**src/rtl/trigger_control_pkg.sv**
```systemverilog
package trigger_control_pkg;

  // ----------------------------------------------------------------
  // Register map (byte offsets within the converter block)
  // ----------------------------------------------------------------
  localparam logic [4:0] RESULT_BASE = 5'h00;
  localparam logic [4:0] RESULT_LAST = 5'h0f;
  localparam logic [4:0] CSR0_OFFSET = 5'h10;
  localparam logic [4:0] CSR1_OFFSET = 5'h11;
  localparam logic [4:0] TRIG0_OFFSET = 5'h12;
  localparam logic [4:0] TRIG1_OFFSET = 5'h13;

  // ----------------------------------------------------------------
  // Control/status fields
  // ----------------------------------------------------------------
  localparam int END_FLAG_BIT = 7;
  localparam int IRQ_EN_BIT = 6;
  localparam int START_BIT = 5;
  localparam int SCAN_BIT = 4;
  localparam int SPEED_BIT = 3;
  localparam int RSVD_CSR_BIT = 2;
  localparam int CH_HI_BIT = 1;
  localparam int CH_LO_BIT = 0;
  localparam logic [7:0] CSR_RESET = 8'h00;

  // ----------------------------------------------------------------
  // Trigger control fields
  // ----------------------------------------------------------------
  localparam int TRIG_EN_BIT = 7;
  localparam logic [6:0] TRIG_RSVD_ONES = 7'h7f;
  localparam logic [7:0] TRIG_RESET = 8'h7f;

  // ----------------------------------------------------------------
  // Result layout
  // ----------------------------------------------------------------
  localparam int RESULT_BITS = 10;
  localparam int RESULT_LOW_BITS = 2;
  localparam logic [9:0] RESULT_RESET = 10'h000;
  localparam logic [5:0] RESULT_PAD = 6'h00;

  // ----------------------------------------------------------------
  // Conversion timing in states (one state is one clock)
  // ----------------------------------------------------------------
  localparam logic [8:0] FIRST_SLOW_STATES = 9'd266;
  localparam logic [8:0] FIRST_FAST_STATES = 9'd134;
  localparam logic [8:0] NEXT_SLOW_STATES = 9'd256;
  localparam logic [8:0] NEXT_FAST_STATES = 9'd128;

  localparam int NUM_UNITS = 2;
  localparam int CH_PER_UNIT = 4;

endpackage

```
**src/rtl/trigger_control_top.sv**
```systemverilog
// Functional notes
// Result: top eight bits in upper byte, low two in bits 7:6, rest zero.
// Each conversion lands in the result register of its own input; in scan mode the code writes the register of the next input in the scan.
// Upper byte read directly; lower byte comes from the holding register.
// Results clear on reset or standby, untouched by manual reset.
// Control/status clears on reset or standby, untouched by manual reset.
// End flag sets after single conversion, or after whole scan group.
// Software clears end flag only by writing zero after reading it as one.
// Transfer engine access triggered by completion clears the end flag.
// Completion interrupt raised only while interrupt enable bit is one.
// Single mode start bit holds during conversion, self-clears at end.
// Scan mode converts selected inputs repeatedly until start bit cleared.
// Start bit zero halts conversion at once.
// An enabled trigger sets the start bit like a software write.
// Mode bit selects single or scan; change only while stopped.
// Speed bit picks long (266) or short (134) conversion time.
// Software keeps speed bit zero above 20 MHz, changes it when stopped.
// Reserved control/status bit 2 reads zero; software writes zero.
// Channel bits pick one input, or first one to four inputs in scan.
// Software changes channel bits only while stopped.
// Trigger control resets to 0x7f on reset or standby only.
// Trigger enable admits external pin falling edge or timer trigger.
// Both units share trigger sources; their enables are ORed.
// Trigger control bits 6:0 read one; software writes ones.
// Upper byte read latches lower byte into holding register first.
// Whole result register updates at once at end of conversion.
module trigger_control_top (
  input wire logic i_clk,
  input wire logic i_rst_n,
  input wire logic i_ce,
  input wire logic i_standby,
  input wire logic [4:0] i_addr,
  input wire logic i_rd,
  input wire logic i_wr,
  input wire logic [7:0] i_wdata,
  input wire logic i_ext_trig_n,
  input wire logic i_timer_trig,
  input wire logic [1:0] i_xfer_access,
  input wire logic [9:0] i_sample_data0,
  input wire logic [9:0] i_sample_data1,
  output logic [7:0] o_rdata,
  output logic [1:0] o_completion_irq,
  output logic [1:0] o_chan0,
  output logic [1:0] o_chan1
);

  // ----------------------------------------------------------------
  // State
  // ----------------------------------------------------------------
  logic [9:0] result_reg [0:7];
  logic [1:0] end_flag_reg;
  logic [1:0] flag_armed_reg;
  logic [1:0] irq_en_reg;
  logic [1:0] start_reg;
  logic [1:0] scan_reg;
  logic [1:0] fast_reg;
  logic [1:0] ch_hi_reg;
  logic [1:0] ch_lo_reg;
  logic [1:0] trig_en_reg;
  logic [1:0] temp_reg;
  logic [7:0] rdata_next;
  logic trig_pulse;
  logic [1:0] conv_done;
  logic [1:0] group_end;
  logic [1:0] single_end;
  logic [1:0] chan [0:1];
  logic [9:0] sample [0:1];
  logic [7:0] csr_view [0:1];
  logic [7:0] trig_view [0:1];

  assign sample[0] = i_sample_data0;
  assign sample[1] = i_sample_data1;
  assign o_chan0 = chan[0];
  assign o_chan1 = chan[1];

  // ----------------------------------------------------------------
  // Shared trigger
  // ----------------------------------------------------------------
  // One detector for both units keeps their starts in the same cycle
  trigger_control_trig u_trig (
    .i_clk(i_clk),
    .i_rst_n(i_rst_n),
    .i_ce(i_ce),
    .i_standby(i_standby),
    .i_ext_trig_n(i_ext_trig_n),
    .i_timer_trig(i_timer_trig),
    .i_trig_en(trig_en_reg),
    .o_trig(trig_pulse)
  );

  // ----------------------------------------------------------------
  // Per-unit control
  // ----------------------------------------------------------------
  genvar u;
  generate
    for (u = 0; u < trigger_control_pkg::NUM_UNITS; u++) begin : g_unit
      logic csr_sel;
      logic csr_wr;
      logic csr_rd;
      logic trig_wr;

      assign csr_sel = (i_addr == (trigger_control_pkg::CSR0_OFFSET + 5'(u)));
      assign csr_wr = i_wr && csr_sel;
      assign csr_rd = i_rd && csr_sel;
      assign trig_wr = i_wr && (i_addr == (trigger_control_pkg::TRIG0_OFFSET + 5'(u)));

      trigger_control_seq #(
        .CHANNELS(trigger_control_pkg::CH_PER_UNIT)
      ) u_seq (
        .i_clk(i_clk),
        .i_rst_n(i_rst_n),
        .i_ce(i_ce),
        .i_standby(i_standby),
        .i_start(start_reg[u]),
        .i_scan(scan_reg[u]),
        .i_fast(fast_reg[u]),
        .i_ch_sel({ch_hi_reg[u], ch_lo_reg[u]}),
        .o_chan(chan[u]),
        .o_done(conv_done[u]),
        .o_group_end(group_end[u]),
        .o_single_end(single_end[u])
      );

      // ----------------------------------------------------------------
      // Mode, speed, channel and enable bits
      // ----------------------------------------------------------------
      always_ff @(posedge i_clk or negedge i_rst_n) begin
        if (!i_rst_n) begin
          irq_en_reg[u] <= trigger_control_pkg::CSR_RESET[trigger_control_pkg::IRQ_EN_BIT];
          scan_reg[u] <= trigger_control_pkg::CSR_RESET[trigger_control_pkg::SCAN_BIT];
          fast_reg[u] <= trigger_control_pkg::CSR_RESET[trigger_control_pkg::SPEED_BIT];
          ch_hi_reg[u] <= trigger_control_pkg::CSR_RESET[trigger_control_pkg::CH_HI_BIT];
          ch_lo_reg[u] <= trigger_control_pkg::CSR_RESET[trigger_control_pkg::CH_LO_BIT];
        end else if (i_ce) begin
          if (i_standby) begin
            irq_en_reg[u] <= trigger_control_pkg::CSR_RESET[trigger_control_pkg::IRQ_EN_BIT];
            scan_reg[u] <= trigger_control_pkg::CSR_RESET[trigger_control_pkg::SCAN_BIT];
            fast_reg[u] <= trigger_control_pkg::CSR_RESET[trigger_control_pkg::SPEED_BIT];
            ch_hi_reg[u] <= trigger_control_pkg::CSR_RESET[trigger_control_pkg::CH_HI_BIT];
            ch_lo_reg[u] <= trigger_control_pkg::CSR_RESET[trigger_control_pkg::CH_LO_BIT];
          end else if (csr_wr) begin
            irq_en_reg[u] <= i_wdata[trigger_control_pkg::IRQ_EN_BIT];
            scan_reg[u] <= i_wdata[trigger_control_pkg::SCAN_BIT];
            fast_reg[u] <= i_wdata[trigger_control_pkg::SPEED_BIT];
            ch_hi_reg[u] <= i_wdata[trigger_control_pkg::CH_HI_BIT];
            ch_lo_reg[u] <= i_wdata[trigger_control_pkg::CH_LO_BIT];
          end
        end
      end

      // ----------------------------------------------------------------
      // Start bit: trigger set beats software, which beats self-clear
      // ----------------------------------------------------------------
      always_ff @(posedge i_clk or negedge i_rst_n) begin
        if (!i_rst_n) begin
          start_reg[u] <= trigger_control_pkg::CSR_RESET[trigger_control_pkg::START_BIT];
        end else if (i_ce) begin
          if (i_standby) begin
            start_reg[u] <= trigger_control_pkg::CSR_RESET[trigger_control_pkg::START_BIT];
          end else if (trig_pulse) begin
            start_reg[u] <= 1'b1;
          end else if (csr_wr) begin
            start_reg[u] <= i_wdata[trigger_control_pkg::START_BIT];
          end else if (single_end[u]) begin
            start_reg[u] <= 1'b0;
          end
        end
      end

      // ----------------------------------------------------------------
      // End flag: a completion in the clearing cycle wins
      // ----------------------------------------------------------------
      always_ff @(posedge i_clk or negedge i_rst_n) begin
        if (!i_rst_n) begin
          end_flag_reg[u] <= trigger_control_pkg::CSR_RESET[trigger_control_pkg::END_FLAG_BIT];
          flag_armed_reg[u] <= 1'b0;
        end else if (i_ce) begin
          if (i_standby) begin
            end_flag_reg[u] <= trigger_control_pkg::CSR_RESET[trigger_control_pkg::END_FLAG_BIT];
            flag_armed_reg[u] <= 1'b0;
          end else if (group_end[u]) begin
            end_flag_reg[u] <= 1'b1;
          end else if (i_xfer_access[u]) begin
            end_flag_reg[u] <= 1'b0;
            flag_armed_reg[u] <= 1'b0;
          end else if (csr_wr) begin
            if (flag_armed_reg[u] && !i_wdata[trigger_control_pkg::END_FLAG_BIT]) begin
              end_flag_reg[u] <= 1'b0;
            end
            flag_armed_reg[u] <= 1'b0;
          end else if (csr_rd && end_flag_reg[u]) begin
            flag_armed_reg[u] <= 1'b1;
          end
        end
      end

      // ----------------------------------------------------------------
      // Trigger enable bit
      // ----------------------------------------------------------------
      always_ff @(posedge i_clk or negedge i_rst_n) begin
        if (!i_rst_n) begin
          trig_en_reg[u] <= trigger_control_pkg::TRIG_RESET[trigger_control_pkg::TRIG_EN_BIT];
        end else if (i_ce) begin
          if (i_standby) begin
            trig_en_reg[u] <= trigger_control_pkg::TRIG_RESET[trigger_control_pkg::TRIG_EN_BIT];
          end else if (trig_wr) begin
            trig_en_reg[u] <= i_wdata[trigger_control_pkg::TRIG_EN_BIT];
          end
        end
      end

      // ----------------------------------------------------------------
      // Interrupt request follows flag only while enabled
      // ----------------------------------------------------------------
      always_ff @(posedge i_clk or negedge i_rst_n) begin
        if (!i_rst_n) begin
          o_completion_irq[u] <= 1'b0;
        end else if (i_ce) begin
          o_completion_irq[u] <= end_flag_reg[u] && irq_en_reg[u] && !i_standby;
        end
      end

      // ----------------------------------------------------------------
      // Register views for the read mux
      // ----------------------------------------------------------------
      assign csr_view[u] = {end_flag_reg[u], irq_en_reg[u], start_reg[u], scan_reg[u], fast_reg[u],
                            1'b0, ch_hi_reg[u], ch_lo_reg[u]};
      assign trig_view[u] = {trig_en_reg[u], trigger_control_pkg::TRIG_RSVD_ONES};
    end
  endgenerate

  // ----------------------------------------------------------------
  // Result store; whole word written in one edge so reads never tear
  // ----------------------------------------------------------------
  genvar r;
  generate
    for (r = 0; r < trigger_control_pkg::NUM_UNITS * trigger_control_pkg::CH_PER_UNIT; r++) begin : g_result
      always_ff @(posedge i_clk or negedge i_rst_n) begin
        if (!i_rst_n) begin
          result_reg[r] <= trigger_control_pkg::RESULT_RESET;
        end else if (i_ce) begin
          if (i_standby) begin
            result_reg[r] <= trigger_control_pkg::RESULT_RESET;
          end else if (conv_done[r / 4] && chan[r / 4] == 2'(r % 4)) begin
            result_reg[r] <= sample[r / 4];
          end
        end
      end
    end
  endgenerate

  // ----------------------------------------------------------------
  // Holding register for the low result byte
  // ----------------------------------------------------------------
  // One register serves all eight results, so interleaved pair reads clobber it
  always_ff @(posedge i_clk or negedge i_rst_n) begin
    if (!i_rst_n) begin
      temp_reg <= 2'b00;
    end else if (i_ce) begin
      if (i_standby) begin
        temp_reg <= 2'b00;
      end else if (i_rd && i_addr <= trigger_control_pkg::RESULT_LAST && !i_addr[0]) begin
        temp_reg <= result_reg[i_addr[3:1]][trigger_control_pkg::RESULT_LOW_BITS-1:0];
      end
    end
  end

  // ----------------------------------------------------------------
  // Read data
  // ----------------------------------------------------------------
  always_comb begin
    rdata_next = 8'h00;
    if (i_addr <= trigger_control_pkg::RESULT_LAST) begin
      if (!i_addr[0]) begin
        rdata_next = result_reg[i_addr[3:1]][9:2];
      end else begin
        rdata_next = {temp_reg, trigger_control_pkg::RESULT_PAD};
      end
    end else if (i_addr == trigger_control_pkg::CSR0_OFFSET || i_addr == trigger_control_pkg::CSR1_OFFSET) begin
      rdata_next = csr_view[i_addr[0]];
    end else if (i_addr == trigger_control_pkg::TRIG0_OFFSET || i_addr == trigger_control_pkg::TRIG1_OFFSET) begin
      rdata_next = trig_view[i_addr[0]];
    end
  end

  // ----------------------------------------------------------------
  // Read byte, held between reads so a slow CPU sees a stable value
  // ----------------------------------------------------------------
  always_ff @(posedge i_clk or negedge i_rst_n) begin
    if (!i_rst_n) begin
      o_rdata <= 8'h00;
    end else if (i_ce) begin
      // Standby clears it too, so no stale result outlives power-down
      if (i_standby) begin
        o_rdata <= 8'h00;
      end else if (i_rd) begin
        o_rdata <= rdata_next;
      end
    end
  end

endmodule

```
**src/rtl/trigger_control_trig.sv**
```systemverilog
module trigger_control_trig (
  input wire logic i_clk,
  input wire logic i_rst_n,
  input wire logic i_ce,
  input wire logic i_standby,
  input wire logic i_ext_trig_n,
  input wire logic i_timer_trig,
  input wire logic [1:0] i_trig_en,
  output logic o_trig
);

  logic ext_prev_reg;
  logic any_en;

  assign any_en = |i_trig_en;

  // ----------------------------------------------------------------
  // Edge detect: the active-low pin fires on its falling edge
  // ----------------------------------------------------------------
  always_ff @(posedge i_clk or negedge i_rst_n) begin
    if (!i_rst_n) begin
      ext_prev_reg <= 1'b1;
    end else if (i_ce) begin
      ext_prev_reg <= i_standby ? 1'b1 : i_ext_trig_n;
    end
  end

  always_ff @(posedge i_clk or negedge i_rst_n) begin
    if (!i_rst_n) begin
      o_trig <= 1'b0;
    end else if (i_ce) begin
      o_trig <= any_en && !i_standby && ((ext_prev_reg && !i_ext_trig_n) || i_timer_trig);
    end
  end

endmodule

```
**src/rtl/trigger_control_seq.sv**
```systemverilog
module trigger_control_seq #(
  parameter int CHANNELS = 4
) (
  input wire logic i_clk,
  input wire logic i_rst_n,
  input wire logic i_ce,
  input wire logic i_standby,
  input wire logic i_start,
  input wire logic i_scan,
  input wire logic i_fast,
  input wire logic [1:0] i_ch_sel,
  output logic [1:0] o_chan,
  output logic o_done,
  output logic o_group_end,
  output logic o_single_end
);

  typedef enum logic [1:0] {
    TRIGGER_CONTROL_IDLE = 2'b01,
    TRIGGER_CONTROL_CONV = 2'b10
  } trigger_control_seq_e;

  trigger_control_seq_e state_reg;
  logic [8:0] count_reg;
  logic [1:0] last_chan;
  logic count_end;

  // Scan covers inputs 0..code; single converts only the coded input
  assign last_chan = i_scan ? i_ch_sel : o_chan;
  assign count_end = (count_reg == 9'd1);

  // ----------------------------------------------------------------
  // Conversion sequencing
  // ----------------------------------------------------------------
  always_ff @(posedge i_clk or negedge i_rst_n) begin
    if (!i_rst_n) begin
      state_reg <= TRIGGER_CONTROL_IDLE;
      count_reg <= 9'd0;
      o_chan <= 2'd0;
      o_done <= 1'b0;
      o_group_end <= 1'b0;
      o_single_end <= 1'b0;
    end else if (i_ce) begin
      o_done <= 1'b0;
      o_group_end <= 1'b0;
      o_single_end <= 1'b0;
      if (i_standby || !i_start) begin
        state_reg <= TRIGGER_CONTROL_IDLE;
        count_reg <= 9'd0;
      end else begin
        case (state_reg)
          TRIGGER_CONTROL_IDLE: begin
            state_reg <= TRIGGER_CONTROL_CONV;
            o_chan <= i_scan ? 2'd0 : i_ch_sel;
            count_reg <= i_fast ? trigger_control_pkg::FIRST_FAST_STATES : trigger_control_pkg::FIRST_SLOW_STATES;
          end
          TRIGGER_CONTROL_CONV: begin
            if (count_end) begin
              o_done <= 1'b1;
              if (!i_scan) begin
                o_group_end <= 1'b1;
                o_single_end <= 1'b1;
                state_reg <= TRIGGER_CONTROL_IDLE;
                count_reg <= 9'd0;
              end else begin
                // Later passes skip the start delay, so the count is shorter (256 or 128)
                count_reg <= i_fast ? trigger_control_pkg::NEXT_FAST_STATES : trigger_control_pkg::NEXT_SLOW_STATES;
                if (o_chan == last_chan || o_chan == 2'(CHANNELS - 1)) begin
                  o_group_end <= 1'b1;
                  o_chan <= 2'd0;
                end else begin
                  o_chan <= o_chan + 2'd1;
                end
              end
            end else begin
              count_reg <= count_reg - 9'd1;
            end
          end
          default: begin
            state_reg <= TRIGGER_CONTROL_IDLE;
          end
        endcase
      end
    end
  end

endmodule

```
**config.mk**
```make
export PLATFORM = sky130hd
export DESIGN_NAME = trigger_control_top
export DESIGN_NICKNAME = d
export VERILOG_FILES = /design/src/rtl/trigger_control_pkg.sv /design/src/rtl/trigger_control_top.sv /design/src/rtl/trigger_control_trig.sv /design/src/rtl/trigger_control_seq.sv
export SDC_FILE = /design/constraint.sdc
export NUM_CORES = 1
export LEC_CHECK = 0
export ABC_AREA = 1
export BUFFER_PORTS_ARGS = -buffer_cell sky130_fd_sc_hd__buf_2
export CORE_MARGIN = 4
export CORE_UTILIZATION = 66
export DETAILED_ROUTE_END_ITERATION = 8
export GPL_ROUTABILITY_DRIVEN = 0
export PLACE_DENSITY = 0.86
export SLEW_MARGIN = 20
export SYNTH_ARGS = -nofsm -noshare
export SYNTH_HDL_FRONTEND = slang
export SYNTH_HIERARCHICAL = 1
export SYNTH_SLANG_ARGS = --single-unit
```
**constraint.sdc**
```tcl
create_clock -name i_clk -period 3.53 [get_ports i_clk]
set_input_delay 0.1765 -clock i_clk [delete_from_list [all_inputs] [get_ports i_clk]]
set_output_delay 0.1765 -clock i_clk [all_outputs]
set_load 0.01 [all_outputs]
```
==> metrics.yaml <==
setup_slack_ns: 1.76
synth.cell_area_mm2: 0.00787
critPathMaxStageDelay_ns: 0.53
synthTopCellsByCount: "nand2_1 (323), dfrtp_1 (141), o21ai_0 (108)"
min_period_ns: 1.77
synth_mux_area_frac: 0
netlist_instances: 1045
dp_cells: 1207
vias: 7004
synth-simple-area-share: 0.296
wl_per_cell_um: 14.9
htree_levels: 4
ys_warn_count: 6
synth_top_family_by_area: "simple AND/OR/NAND/NOR gates"
vias_per_cell: 5.64
crit_chain: "inv_1 > ha_1 > inv_2 > nand3_2 > nand2_4 > inv_6 > nand2_4 > nand2_2 > a31oi_2"
io_buffer_count: 55
period_share: 0.502
overflow: 0
dr_wl_met3_um: 1100
grt_pass1_wl_um: 30600
multi_input_area_mm2: 0.00362
syn_nets: 1098
fmax_ghz: 0.565
crit_arrival_ns: 2.11
worst_slew_pin_slew_ns: 0.778
path_buf_inv: 3
dr_wl_met2_um: 8940
final_area_mm2: 0.00887
crit_type: "reg -> reg"
path_clk_slew_ns: 0.06
coreArea_mm2: 0.0116
finalWirelength_um: 18500
dpl_cell_area_mm2: 0.00819
clock-sinks: 144
fin_skew_ns: 0.00483
fillers: 871
postCtsSetupBuffers: 0
antenna_found_initial: 0
first_pass_iters: 6
final_util: 0.767
synthAdderAreaFrac: 0.0159
nets: 1138
highest_layer: "met4"
drtIter0Drc: 593
synth_compound_area_frac: 0.140
yosys-top-cells-area: "dfrtp_1 (45%), nand2_1 (15%), o21ai_0 (6.9%), nand3_1 (4.3%), inv_1 (4.2%)"
setup_viol: 0
grt_usage: 0.284
p_per_area_mw_per_mm2: 532
area_delta_synth_final_pct: 12.7
drtAntennaViolNets: 0
cts_buffer_depth: 2
synth_seq_cells: 144
fp.dieW_um: 117
cts-root-buf: "clkbuf_16"
maxSlewViolCount: 0
antenna_cells: 0
largest_reg_flops: 80
critical-path-top-delay-family: "flip-flops"
fin_cells: 1241
cts_tree: "done"
dp_slack_ns: 1.46
seq_area_frac_synth: 0.458
synthMostInstantiatedCell: "nand2_1"
drv_cap: 0
synth_edf_count: 0
cts_made_buffers: 17
drc_errors: 0
synth_xor_area_frac: 0.00890
hold_viol: 0
placement_rows: 39
crit_required_ns: 3.87
syn_area_per_cell_um2: 7.53
crit_path_top_delay_cell: "dfstp_2"
leakagePower_nw: 4.54
first_global_vias: 6621
die-area_mm2: 0.0137
chipHeight_um: 117
ir_worst_vdd_v: 0.000433
start_kind: "flip-flop"
relSlewSlack: 0.481
clk_latency_ns: 0.43
initial_core_util: 0.681
drive_gt1_frac: 0.154
rsz0062_at_grt: "false"
status: "complete, no violations"
yosys.area.top_type: "dfrtp_1"
ios: 57
regArea_mm2: 0.00361
worstPathMaxFanout: 12
async_reset_ff_frac: 1.00
synthDistinctLibCells: 37
drt-met1-wl_um: 8050
hold_path.class: "in -> reg"
grt_max_degree: 86
cp_common_cell: "nand2_4"
synth-main-ff-cell: "dfrtp_1"
place_hpwl_um: 12200
yosys.area.top_type_share: 0.448
tns_ns: 0
endpoint_kind: "flip-flop"
==> layer usage <==
metal  GRT usage  up-vias
li1            -     3412
met1       0.374     3316
met2       0.466      234
met3      0.0560       42
met4       0.109        0
met5           0        -
==> path summary, 6_finish.rpt <==
check                                             startpoint                            to  slack, ns  cells past startpoint
worst min register to register                    o_rdata[2]                    o_rdata[2]       0.47                      2
min in group asynchronous                            i_rst_n  g_unit[0].u_seq/count_reg[5]       0.36                      2
worst min-delay path                            i_timer_trig                 u_trig/o_trig       0.04                      5
max in group asynchronous                            i_rst_n  g_unit[1].u_seq/state_reg[0]       2.36                      3
worst max register to register  g_unit[1].u_seq/state_reg[0]  g_unit[1].u_seq/count_reg[4]       1.76                      9
worst max-delay path            g_unit[1].u_seq/state_reg[0]  g_unit[1].u_seq/count_reg[4]       1.76                      9
==> cells by family (layout without fill, tap and decap cells) <==
| logic type | after synthesis | count (layout) |
|---|---|---|
| buffers and inverters | 156 | 209 |
| AO/OA/AOI/OAI | 198 | 198 |
| XOR/XNOR | 8 | 8 |
| AND/OR/NAND/NOR | 529 | 529 |
| flip-flops | 144 | 144 |
| adder cells (fa/ha/maj) | 10 | 10 |
==> metrics by stage <==
step	total power, mW	hold WS, ns
after global routing	4.94	0.0654
after CTS	4.75	0.0271
after detailed placement	2.73	0.276
after global placement	2.69	0.272
after floorplan	2.47	-0.119
final	4.72	0.0404
==> placed cells by master, fill, tap and decap left out, types with 9 or more instances in the layout <==
| cell type | Yosys | layout |
|---|---|---|
| nor2_1 | 88 | 88 |
| o21ai_0 | 108 | 108 |
| o211ai_1 | 11 | 11 |
| clkbuf_16 | 0 | 17 |
| nand3_1 | 68 | 68 |
| inv_1 | 89 | 89 |
| nand2_2 | 12 | 12 |
| ha_1 | 10 | 10 |
| buf_2 | 18 | 54 |
| nand2_1 | 323 | 323 |
| o21ai_1 | 15 | 15 |
| nand2_4 | 9 | 9 |
| inv_2 | 22 | 22 |
| a21oi_1 | 48 | 48 |
| dfrtp_1 | 141 | 141 |
==> where the power goes <==
| group | total (mW) | leakage (nW) | switching (mW) | internal (mW) |
|---|---|---|---|---|
| combinational | 0.742 | 2.36 | 0.480 | 0.262 |
| clock | 2.01 | 0.317 | 0.711 | 1.30 |
| sequential | 1.97 | 1.87 | 0.147 | 1.83 |
==> area by class of cell <==
class | count | area share
Multi-Input combinational cell | 745 | 0.408
Clock inverter | 12 | 0.0231
Inverter | 113 | 0.0489
Tap cell | 143 | 0.0202
Clock buffer | 20 | 0.0515
Sequential cell | 144 | 0.407
Timing Repair Buffer | 64 | 0.0413
==> worst reg2reg max path, stage by stage (launching register included) <==
cell	delay [ns]
dfstp_2	0.53
inv_1	0.05
ha_1	0.38
inv_2	0.15
nand3_2	0.11
nand2_4	0.13
inv_6	0.07
nand2_4	0.08
nand2_2	0.05
a31oi_2	0.14
==> repair_timing <==
action                    in CTS  in global routing
resized for setup              0                  0
hold endpoints to repair      85                  0
hold buffers                   2                  0
Note: power is estimated with default switching activity, not from simulation.
